==> src/design/dsl_pkg.sv <==
package dsl_pkg;
  localparam int ECHO_W = 64;
  localparam int PID_W = 16;
  localparam int PVAL_W = 32;
  localparam int ADDR_W = 8;
  localparam logic FACTORY_HOME_DEF = 1'b0;
  localparam logic [31:0] PRESET_ZERO = 32'h0000_0000;
endpackage : dsl_pkg

==> src/design/dsl_edge.sv <==
`timescale 1ns/10ps
module dsl_edge #(
  parameter int W = 1
) (
  // Clock and reset
  input wire logic ref_clk_i,
  input wire logic rst_n_i,
  // Asynchronous inputs
  input wire logic [W-1:0] async_i,
  // Synchronised level and rising edge
  output logic [W-1:0] level_o,
  output logic [W-1:0] rise_o
);
  logic [W-1:0] meta;
  logic [W-1:0] sync;
  logic [W-1:0] prev;

  always_ff @(posedge ref_clk_i) begin
    if (!rst_n_i) begin
      meta <= '0;
      sync <= '0;
      prev <= '0;
    end else begin
      meta <= async_i;
      sync <= meta;
      prev <= sync;
    end
  end

  assign level_o = sync;
  assign rise_o = sync & ~prev;
endmodule : dsl_edge

==> src/design/dsl_top.sv <==
`timescale 1ns/10ps
module dsl_top
  import dsl_pkg::*;
#(
  parameter logic FACTORY_HOME = FACTORY_HOME_DEF
) (
  // Clock and reset
  input wire logic ref_clk_i,
  input wire logic rst_n_i,
  // Motion core status
  input wire logic pulse_req_ready_i,
  input wire logic pulse_out_done_i,
  input wire logic mon_select_alarm_i,
  input wire logic mon_coord_bit_i,
  input wire logic mon_alarm_bit_i,
  input wire logic elec_home_active_i,
  input wire logic coord_set_i,
  input wire logic preset_done_i,
  input wire logic home_return_done_i,
  input wire logic sensor_saved_i,
  input wire logic resolution_change_i,
  input wire logic [31:0] preset_position_i,
  input wire logic motion_busy_i,
  input wire logic low_event_trig_i,
  input wire logic high_event_trig_i,
  input wire logic param_store_ack_i,
  // Controller inputs
  input wire logic latch_clear_input_i,
  input wire logic next_step_input_i,
  input wire logic [ECHO_W-1:0] echo_in_i,
  input wire logic servo_on_i,
  input wire logic start_i,
  input wire logic write_req_i,
  input wire logic [PID_W-1:0] param_id_i,
  input wire logic [PVAL_W-1:0] param_value_i,
  input wire logic [ADDR_W-1:0] addr_switch_i,
  // Status outputs
  output logic position_alarm_monitor_output_o,
  output logic pulse_output_ready_flag_o,
  output logic electrical_home_valid_flag_o,
  output logic coordinates_established_flag_o,
  output logic home_reset_needed_flag_o,
  output logic preset_stored_flag_o,
  output logic factory_home_stored_flag_o,
  output logic low_event_latch_o,
  output logic high_event_latch_o,
  output logic next_step_latch_o,
  output logic [ECHO_W-1:0] echo_out_o,
  output logic ready_o,
  output logic write_done_o,
  output logic param_store_o,
  output logic [PID_W-1:0] param_id_o,
  output logic [PVAL_W-1:0] param_value_o,
  output logic [ADDR_W-1:0] addr_o
);
  // ************************************************************
  // Input synchronisers
  // ************************************************************
  localparam int NS = ECHO_W + 5 + ADDR_W;
  logic [NS-1:0] s_lvl;
  logic [NS-1:0] s_rise;
  logic [ECHO_W-1:0] echo_s;
  logic clr_rise;
  logic next_rise;
  logic son_s;
  logic start_s;
  logic wreq_s;
  logic [ADDR_W-1:0] addr_s;
  logic homed;
  logic addr_taken;
  logic [1:0] sync_fill;
  logic wr_busy;

  dsl_edge #(.W(NS)) u_sync (
    .ref_clk_i(ref_clk_i),
    .rst_n_i(rst_n_i),
    .async_i({addr_switch_i, write_req_i, start_i, servo_on_i,
              next_step_input_i, latch_clear_input_i, echo_in_i}),
    .level_o(s_lvl),
    .rise_o(s_rise)
  );

  assign echo_s = s_lvl[ECHO_W-1:0];
  assign clr_rise = s_rise[ECHO_W];
  assign next_rise = s_rise[ECHO_W+1];
  assign son_s = s_lvl[ECHO_W+2];
  assign start_s = s_lvl[ECHO_W+3];
  assign wreq_s = s_lvl[ECHO_W+4];
  assign addr_s = s_lvl[NS-1:ECHO_W+5];

  // ************************************************************
  // Position monitor and coordinate status
  // ************************************************************
  always_ff @(posedge ref_clk_i) begin
    if (!rst_n_i) begin
      position_alarm_monitor_output_o <= 1'b0;
      electrical_home_valid_flag_o <= 1'b0;
      coordinates_established_flag_o <= 1'b0;
      factory_home_stored_flag_o <= 1'b0;
    end else begin
      position_alarm_monitor_output_o <= mon_select_alarm_i ?
        mon_alarm_bit_i : mon_coord_bit_i;
      electrical_home_valid_flag_o <= elec_home_active_i;
      coordinates_established_flag_o <= coord_set_i;
      factory_home_stored_flag_o <= FACTORY_HOME;
    end
  end

  always_ff @(posedge ref_clk_i) begin
    if (!rst_n_i) begin
      pulse_output_ready_flag_o <= 1'b0;
    end else if (pulse_req_ready_i) begin
      pulse_output_ready_flag_o <= 1'b1;
    end else if (pulse_out_done_i) begin
      pulse_output_ready_flag_o <= 1'b0;
    end
  end

  // Home tracking and rehoming request
  always_ff @(posedge ref_clk_i) begin
    if (!rst_n_i) begin
      homed <= 1'b0;
      home_reset_needed_flag_o <= 1'b0;
      preset_stored_flag_o <= 1'b0;
    end else begin
      if (preset_done_i || home_return_done_i) begin
        homed <= 1'b1;
        home_reset_needed_flag_o <= 1'b0;
      end else if (resolution_change_i && homed &&
                   preset_position_i != PRESET_ZERO) begin
        home_reset_needed_flag_o <= 1'b1;
      end
      if (preset_done_i && sensor_saved_i) begin
        preset_stored_flag_o <= 1'b1;
      end else if (resolution_change_i &&
                   preset_position_i != PRESET_ZERO) begin
        preset_stored_flag_o <= 1'b0;
      end
    end
  end

  // ************************************************************
  // Latches
  // ************************************************************
  always_ff @(posedge ref_clk_i) begin
    if (!rst_n_i) begin
      low_event_latch_o <= 1'b0;
      high_event_latch_o <= 1'b0;
      next_step_latch_o <= 1'b0;
    end else begin
      if (low_event_trig_i) begin
        low_event_latch_o <= 1'b1;
      end else if (clr_rise) begin
        low_event_latch_o <= 1'b0;
      end
      if (high_event_trig_i) begin
        high_event_latch_o <= 1'b1;
      end else if (clr_rise) begin
        high_event_latch_o <= 1'b0;
      end
      if (next_rise) begin
        next_step_latch_o <= 1'b1;
      end else if (clr_rise) begin
        next_step_latch_o <= 1'b0;
      end
    end
  end

  // ************************************************************
  // Response echo and address capture
  // ************************************************************
  always_ff @(posedge ref_clk_i) begin
    if (!rst_n_i) begin
      echo_out_o <= '0;
    end else begin
      echo_out_o <= echo_s;
    end
  end

  // Switch synchroniser holds pin values only after two edges
  always_ff @(posedge ref_clk_i) begin
    if (!rst_n_i) begin
      sync_fill <= '0;
    end else begin
      sync_fill <= {sync_fill[0], 1'b1};
    end
  end

  always_ff @(posedge ref_clk_i) begin
    if (!rst_n_i) begin
      addr_taken <= 1'b0;
      addr_o <= '0;
    end else if (sync_fill[1] && !addr_taken) begin
      addr_taken <= 1'b1;
      addr_o <= addr_s;
    end
  end

  // ************************************************************
  // Parameter write handshake
  // ************************************************************
  always_ff @(posedge ref_clk_i) begin
    if (!rst_n_i) begin
      wr_busy <= 1'b0;
      write_done_o <= 1'b0;
      param_store_o <= 1'b0;
      param_id_o <= '0;
      param_value_o <= '0;
    end else begin
      param_store_o <= 1'b0;
      if (wreq_s && !wr_busy && !write_done_o) begin
        wr_busy <= 1'b1;
        param_store_o <= 1'b1;
        param_id_o <= param_id_i;
        param_value_o <= param_value_i;
      end else if (wr_busy && param_store_ack_i) begin
        wr_busy <= 1'b0;
        write_done_o <= 1'b1;
      end else if (write_done_o && !wreq_s) begin
        write_done_o <= 1'b0;
      end
    end
  end

  // ************************************************************
  // Servo ready
  // ************************************************************
  always_ff @(posedge ref_clk_i) begin
    if (!rst_n_i) begin
      ready_o <= 1'b0;
    end else begin
      ready_o <= son_s && !motion_busy_i && !start_s;
    end
  end

  // ************************************************************
  // Checks
  // ************************************************************
  a_latch_hold_set: assert property (@(posedge ref_clk_i)
    disable iff (!rst_n_i) low_event_latch_o && !clr_rise
    |=> low_event_latch_o) else $error("low latch lost");
  a_latch_clear_edge: assert property (@(posedge ref_clk_i)
    disable iff (!rst_n_i) clr_rise && !high_event_trig_i
    |=> !high_event_latch_o) else $error("high latch not cleared");
  a_next_set: assert property (@(posedge ref_clk_i)
    disable iff (!rst_n_i) next_rise |=> next_step_latch_o)
    else $error("next latch not set");
  a_wr_done_drop: assert property (@(posedge ref_clk_i)
    disable iff (!rst_n_i) write_done_o && !wreq_s && !wr_busy
    |=> !write_done_o) else $error("write done stuck");
  a_wr_store_first: assert property (@(posedge ref_clk_i)
    disable iff (!rst_n_i) $rose(write_done_o) |-> $past(wr_busy))
    else $error("done without store");
  a_zero_preset: assert property (@(posedge ref_clk_i)
    disable iff (!rst_n_i) resolution_change_i && !home_reset_needed_flag_o
    && preset_position_i == PRESET_ZERO |=> !home_reset_needed_flag_o)
    else $error("rehome flag with zero preset");
  a_echo_follow: assert property (@(posedge ref_clk_i)
    disable iff (!rst_n_i) 1'b1 |=> echo_out_o == $past(echo_s))
    else $error("echo mismatch");
  a_addr_frozen: assert property (@(posedge ref_clk_i)
    disable iff (!rst_n_i) addr_taken |=> $stable(addr_o))
    else $error("address changed");
  a_ready_drop: assert property (@(posedge ref_clk_i)
    disable iff (!rst_n_i) motion_busy_i |=> !ready_o)
    else $error("ready during motion");
endmodule : dsl_top

==> config.mk <==
export PLATFORM = sky130hd
export DESIGN_NAME = dsl_top
export DESIGN_NICKNAME = d
export VERILOG_FILES = /design/src/design/dsl_pkg.sv /design/src/design/dsl_edge.sv /design/src/design/dsl_top.sv
export SDC_FILE = /design/constraint.sdc
export NUM_CORES = 1
export LEC_CHECK = 0
export ABC_CLOCK_PERIOD_IN_PS = 1200
export BUFFER_PORTS_ARGS = -buffer_cell sky130_fd_sc_hd__buf_2
export CAP_MARGIN = 20
export CELL_PAD_IN_SITES_DETAIL_PLACEMENT = 1
export CELL_PAD_IN_SITES_GLOBAL_PLACEMENT = 1
export CORE_MARGIN = 3
export CORE_UTILIZATION = 38
export CTS_BUF_LIST = sky130_fd_sc_hd__clkbuf_16
export CTS_CLUSTER_DIAMETER = 100
export DETAILED_ROUTE_END_ITERATION = 12
export HOLD_SLACK_MARGIN = 0.02
export PLACE_DENSITY_LB_ADDON = 0.1
export SKIP_CTS_REPAIR_TIMING = 1
export SYNTH_ARGS = -nofsm -noshare
export SYNTH_HDL_FRONTEND = slang
export SYNTH_SLANG_ARGS = --single-unit
==> constraint.sdc <==
create_clock -name ref_clk_i -period 1.2 [get_ports ref_clk_i]
set_input_delay 0 -clock ref_clk_i [delete_from_list [all_inputs] [get_ports ref_clk_i]]
set_output_delay 0 -clock ref_clk_i [all_outputs]
set_load 0.1 [all_outputs]
== Word level (Yosys, flattened, before mapping) ==
Cells that the tools add are included.

* Register bits after elaboration: 357
* Output and inout bits: 133

* Bitwise logic cells: 4
* Reduce and logical (&&, ||, !) cells: 28
* Muxes and demuxes: 15

{| class="wikitable"
|+ Operator list
! kind !! count
|-
| $and A66 B66 Y66 || 1
|-
| $not A66 Y66 || 1
|-
| $reduce_bool A32 Y1 || 1
|-
| $mux W1 || 15
|-
| $reduce_bool A2 Y1 || 7
|-
| $logic_and A1 B1 Y1 || 11
|-
| $logic_not A1 Y1 || 6
|-
| $not A1 Y1 || 2
|-
| $reduce_and A2 Y1 || 1
|-
| $reduce_or A2 Y1 || 1
|-
| $logic_or A1 B1 Y1 || 1
|}

== Depth between registers and ports, before layout ==
* Depth after elaboration: 5
* Gate-level depth with buffers: 6
* Gate-level depth less buffers: 4

== By module ==
Synthesis repeated with hierarchy kept, for this count alone.

* Cell total of the unflattened synthesis: 997
* Area, all modules: 11,242.0 um^2

{| class="wikitable"
|+ Modules (own cells, without submodules)
! module !! area an instance (um^2) !! instances !! cells an instance
|-
| dsl_edge || 6,807.8 || 1 || 564
|-
| dsl_top || 4,434.3 || 1 || 433
|}

== Worst setup path before layout ==
OpenSTA, ideal clock, no wires.

* Kind: reg-to-reg
* From: register write_done_o
* To: register param_id_o[10]
* Arrival time: 1,672 ps
* Required time: 1,130 ps
* Setup time: 70 ps
* Cell stages (with the launch flop): 7
* Setup slack: -543 ps
* Path buffers: 2
* Path through: dfxtp_1 > nor2_2 > nand2_1 > buf_4 > buf_4 > nand2_1 > a21boi_1

* Word-level cells in the longest chain between the ends: 2

{| class="wikitable"
|+ Ends and longest elaborated chain
! what !! line !! RTL
|-
| start, declared || dsl_top.sv:50 || <nowiki>output logic write_done_o,</nowiki>
|-
| start signal, assigned || dsl_top.sv:205 || <nowiki>write_done_o <= 1'b0;</nowiki>
|-
| start signal, assigned || dsl_top.sv:218 || <nowiki>write_done_o <= 1'b1;</nowiki>
|-
| start signal, assigned || dsl_top.sv:220 || <nowiki>write_done_o <= 1'b0;</nowiki>
|-
| $logic_not A1 Y1 || dsl_top.sv:211 || <nowiki>if (wreq_s && !wr_busy && !write_done_o) begin</nowiki>
|-
| $logic_and A1 B1 Y1 || dsl_top.sv:211 ||
|-
| end signal, assigned || dsl_top.sv:214 || <nowiki>param_id_o <= param_id_i;</nowiki>
|-
| end, declared || dsl_top.sv:52 || <nowiki>output logic [PID_W-1:0] param_id_o,</nowiki>
|}

Every way passes these cells.
A chain may end at the register's enable or synchronous reset.

== Worst setup path after layout ==
* From: register wr_busy
* To: register param_value_o[28]

* Word-level cells in the longest chain between the ends: 3

{| class="wikitable"
|+ Ends and longest elaborated chain
! what !! line !! RTL
|-
| start, declared || dsl_top.sv:72 || <nowiki>logic wr_busy;</nowiki>
|-
| start signal, assigned || dsl_top.sv:204 || <nowiki>wr_busy <= 1'b0;</nowiki>
|-
| start signal, assigned || dsl_top.sv:212 || <nowiki>wr_busy <= 1'b1;</nowiki>
|-
| start signal, assigned || dsl_top.sv:217 || <nowiki>wr_busy <= 1'b0;</nowiki>
|-
| $logic_not A1 Y1 || dsl_top.sv:211 ||
|-
| $logic_and A1 B1 Y1 (2 in series) || dsl_top.sv:211 ||
|-
| end signal, assigned || dsl_top.sv:215 || <nowiki>param_value_o <= param_value_i;</nowiki>
|-
| end, declared || dsl_top.sv:53 || <nowiki>output logic [PVAL_W-1:0] param_value_o,</nowiki>
|}

Every way passes these cells.

==> impl_metrics.csv <==
group,metric,value,unit
drt,drc_errors,0,
worst_setup_path,worstPathMaxFanout,20,
layout,drive_gt1_share,33.5,%
cts,root_buffer,"clkbuf_16",
worst_hold_path,holdPathStages,3,
drt,vias,6964,
worst_setup_path,cp_data_arrival_time,1720,ps
sta,min_period,1280,ps
yosys,ys.flop_type,"dfxtp_1",
worst_setup_path,r2r-end,"param_value_o[28]",
global_route,grt_pass1_wl,32.3,mm
sta,maxSlewViolCount,0,
yosys,yosys-top-cells-area,"dfxtp_1 65%, and2_1 15%, buf_4 5.7%, nand2_1 4.1%, a21boi_0 2.3%",
yosys,synth_top_area_share,64.6,%
yosys,syn_nets,1002,
global_route,grt_use_total,15.4,%
cts,clock_path_buffers,3,
sta,fin_worst_skew,16.0,ps
floorplanning,die_w,161,microns
floorplanning,dieArea,25800,sq um
yosys,yosysSeqAreaShare,64.6,%
sta,setup_viol,2,
yosys,synth_top_cells_by_count,"293 x dfxtp_1, 223 x and2_1, 99 x nand2_1",
global_route,grt_pass1_vias,6121,
status,status,"finished, violations left",
worst_setup_path,worstPathRequired,1640,ps
worst_hold_path,hold_path.class,"primary input to register",
sta,fmax,0.781,GHz
drt,wl_per_cell,16.7,microns
placed_design,dp_cells,1350,
floorplanning,coreArea,23100,sq um
placed_design,dp_hpwl,14.4,mm
worst_setup_path,worstRegToRegCells,5,
yosys,synth_edf_count,0,
drt,first_iter_violations,214,
cts,worstSkewPairLatency,560,ps
placed_design,place_congestion,0.811,
layout,fin_cells,1592,
yosys,yosysWarnings,0,
yosys,syn_area_per_cell,11.0,sq um
cts,clk_pin_slew,60,ps
layout,post-route-util,60.6,%
cts,cts_buffers,31,
yosys,synthesis.area,9080,sq um
sta,setup_ws,-79.6,ps
drt,dr.pass1.iters,4,
layout,fill_cells,2426,
floorplanning,placementRows,55,
cts,h-tree-depth,1,
yosys,ys_ff_latch,293,
floorplanning,die_h,161,microns
worst_setup_path,r2r_slack,-80,ps
drt,wl,26.5,mm
worst_setup_path,worstReg2RegStart,"wr_busy",
global_route,grt_max_degree,58,
layout,final_area,14000,sq um
worst_hold_path,holdCritStartpoint,"motion_busy_i",
drt,viasPerCell,4.37,
yosys,ys_types,27,
placed_design,io_buffer_count,305,
sta,grt_setup_unrepaired,"yes",
layout,syn_to_final_growth,53.9,%
yosys,synthCells,828,
sta,hold_slack,172,ps
yosys,synth-async-reset-ratio,0,%
global_route,antenna_found_initial,8,
pwr,power_density,1560,nW/um^2
sta,fin_setup_tns,-80.6,ps
status,violations,"negative setup slack",
yosys,synth_top_cell_by_area,"dfxtp_1",
layout,fin_nets,1425,
floorplanning,start_util,39.4,%
worst_setup_path,worstSetupPathType,"register to register",
run,cap_violations,0,
cts,cts_num_sinks,293,
sta,finalHoldViolCount,0,
global_route,overflow,0,
pwr,power.leakage,6.17,nW
cts,cts_tree,"yes",
worst_hold_path,hold_end,"ready_o",
sta,finalCritPeriodShare,107,%
drt,antenna_left,0,
placed_design,dpl_cell_area,10600,sq um
worst_setup_path,start_kind,"register",
yosys,yosysMostFrequentCell,"dfxtp_1",
floorplanning,num_io_pins,307,
worst_setup_path,cp-end-kind,"register",
pwr,ir_worst_vdd,1.26,mV
==> layer usage <==
| layer | up-vias | wire length [microns] | track usage (%) | share of wire (%) |
|---|---|---|---|---|
| met4 | 0 | 1160 | 4.54 | 4.4 |
| li1 | 3369 | - | - | - |
| met2 | 257 | 13500 | 26.0 | 51 |
| met5 | - | 0 | 0 | 0 |
| met1 | 3254 | 9950 | 17.7 | 38 |
| met3 | 84 | 1880 | 6.60 | 7.1 |
==> logic make-up (layout without fill, tap and decap cells) <==
group	Yosys count	after routing	share of synthesized area [%]
AND/OR/NAND/NOR	356	356	21.9
other	1	9	0.0413
multiplexers	9	9	0.992
AO/OA/AOI/OAI	60	60	4.84
buffers and inverters	109	552	7.69
flip-flops	293	293	64.6
==> area by class of cell <==
| type | count | area [sq um] | area share [%] |
|---|---|---|---|
| diodes | 8 | 20.0 | 0.143 |
| clock buffers | 31 | 776 | 5.55 |
| clock inverters | 22 | 158 | 1.13 |
| inverters | 1 | 3.75 | 0.0268 |
| multi-input cells | 426 | 2530 | 18.1 |
| flip-flops and latches | 293 | 5950 | 42.5 |
| well taps | 313 | 392 | 2.80 |
| repair buffers | 498 | 4150 | 29.7 |
==> report_power, final <==
part           switching (mW)  internal, mW  leakage (nW)
clock network            3.79          5.08         0.492
registers               0.131          10.1          2.44
logic                    1.58          1.10          3.25
total                    5.50          16.3          6.17
==> through the flow <==
step	worst slack, ps	total power, mW
after global placement	98.7	12.4
final	-79.6	21.8
after floorplan	-41.3	12.0
after global routing	-129	22.6
after detailed placement	9.37	12.5
after CTS	-175	21.3
==> registers in the layout (all words and copies together) (netlist names), 2 cells and up <==
signal,flops
sync_fill,2
param_value_o,32
u_sync.level_o,77
param_id_o,16
echo_out_o,63
u_sync.prev,3
addr_o,8
u_sync.meta,77
==> critical path, stage by stage, from the launching register on <==
cell and delay (ps):
dfxtp_2 340, nor2_4 120, and2_4 230, buf_12 170, nand2_1 70, a21boi_1 230
==> worst max-delay path by stage <==
| stage | slack, ps | depth (start not counted) | startpoint | endpoint |
|---|---|---|---|---|
| after floorplan | -40 | 2 | param_id_o[10] | param_id_o[10] |
| after global placement | 100 | 5 | wr_busy | param_value_o[8] |
| after detailed placement | 9 | 5 | wr_busy | param_value_o[10] |
| after CTS | -170 | 1 | addr_o[2] | addr_o[2] |
| after global routing | -130 | 5 | wr_busy | param_value_o[28] |
| final | -80 | 5 | wr_busy | param_value_o[28] |
==> cell usage in the layout, fill, tap and decap left out, types with 15 or more instances in the layout <==
cell	instances
nand2_1	98
buf_6	71
dfxtp_1	230
clkbuf_16	32
dlygate4sd3_1	179
buf_2	172
buf_4	66
nor2b_1	15
and2_1	223
dfxtp_2	62
a21boi_1	37
(Power assumes the default switching activity.)
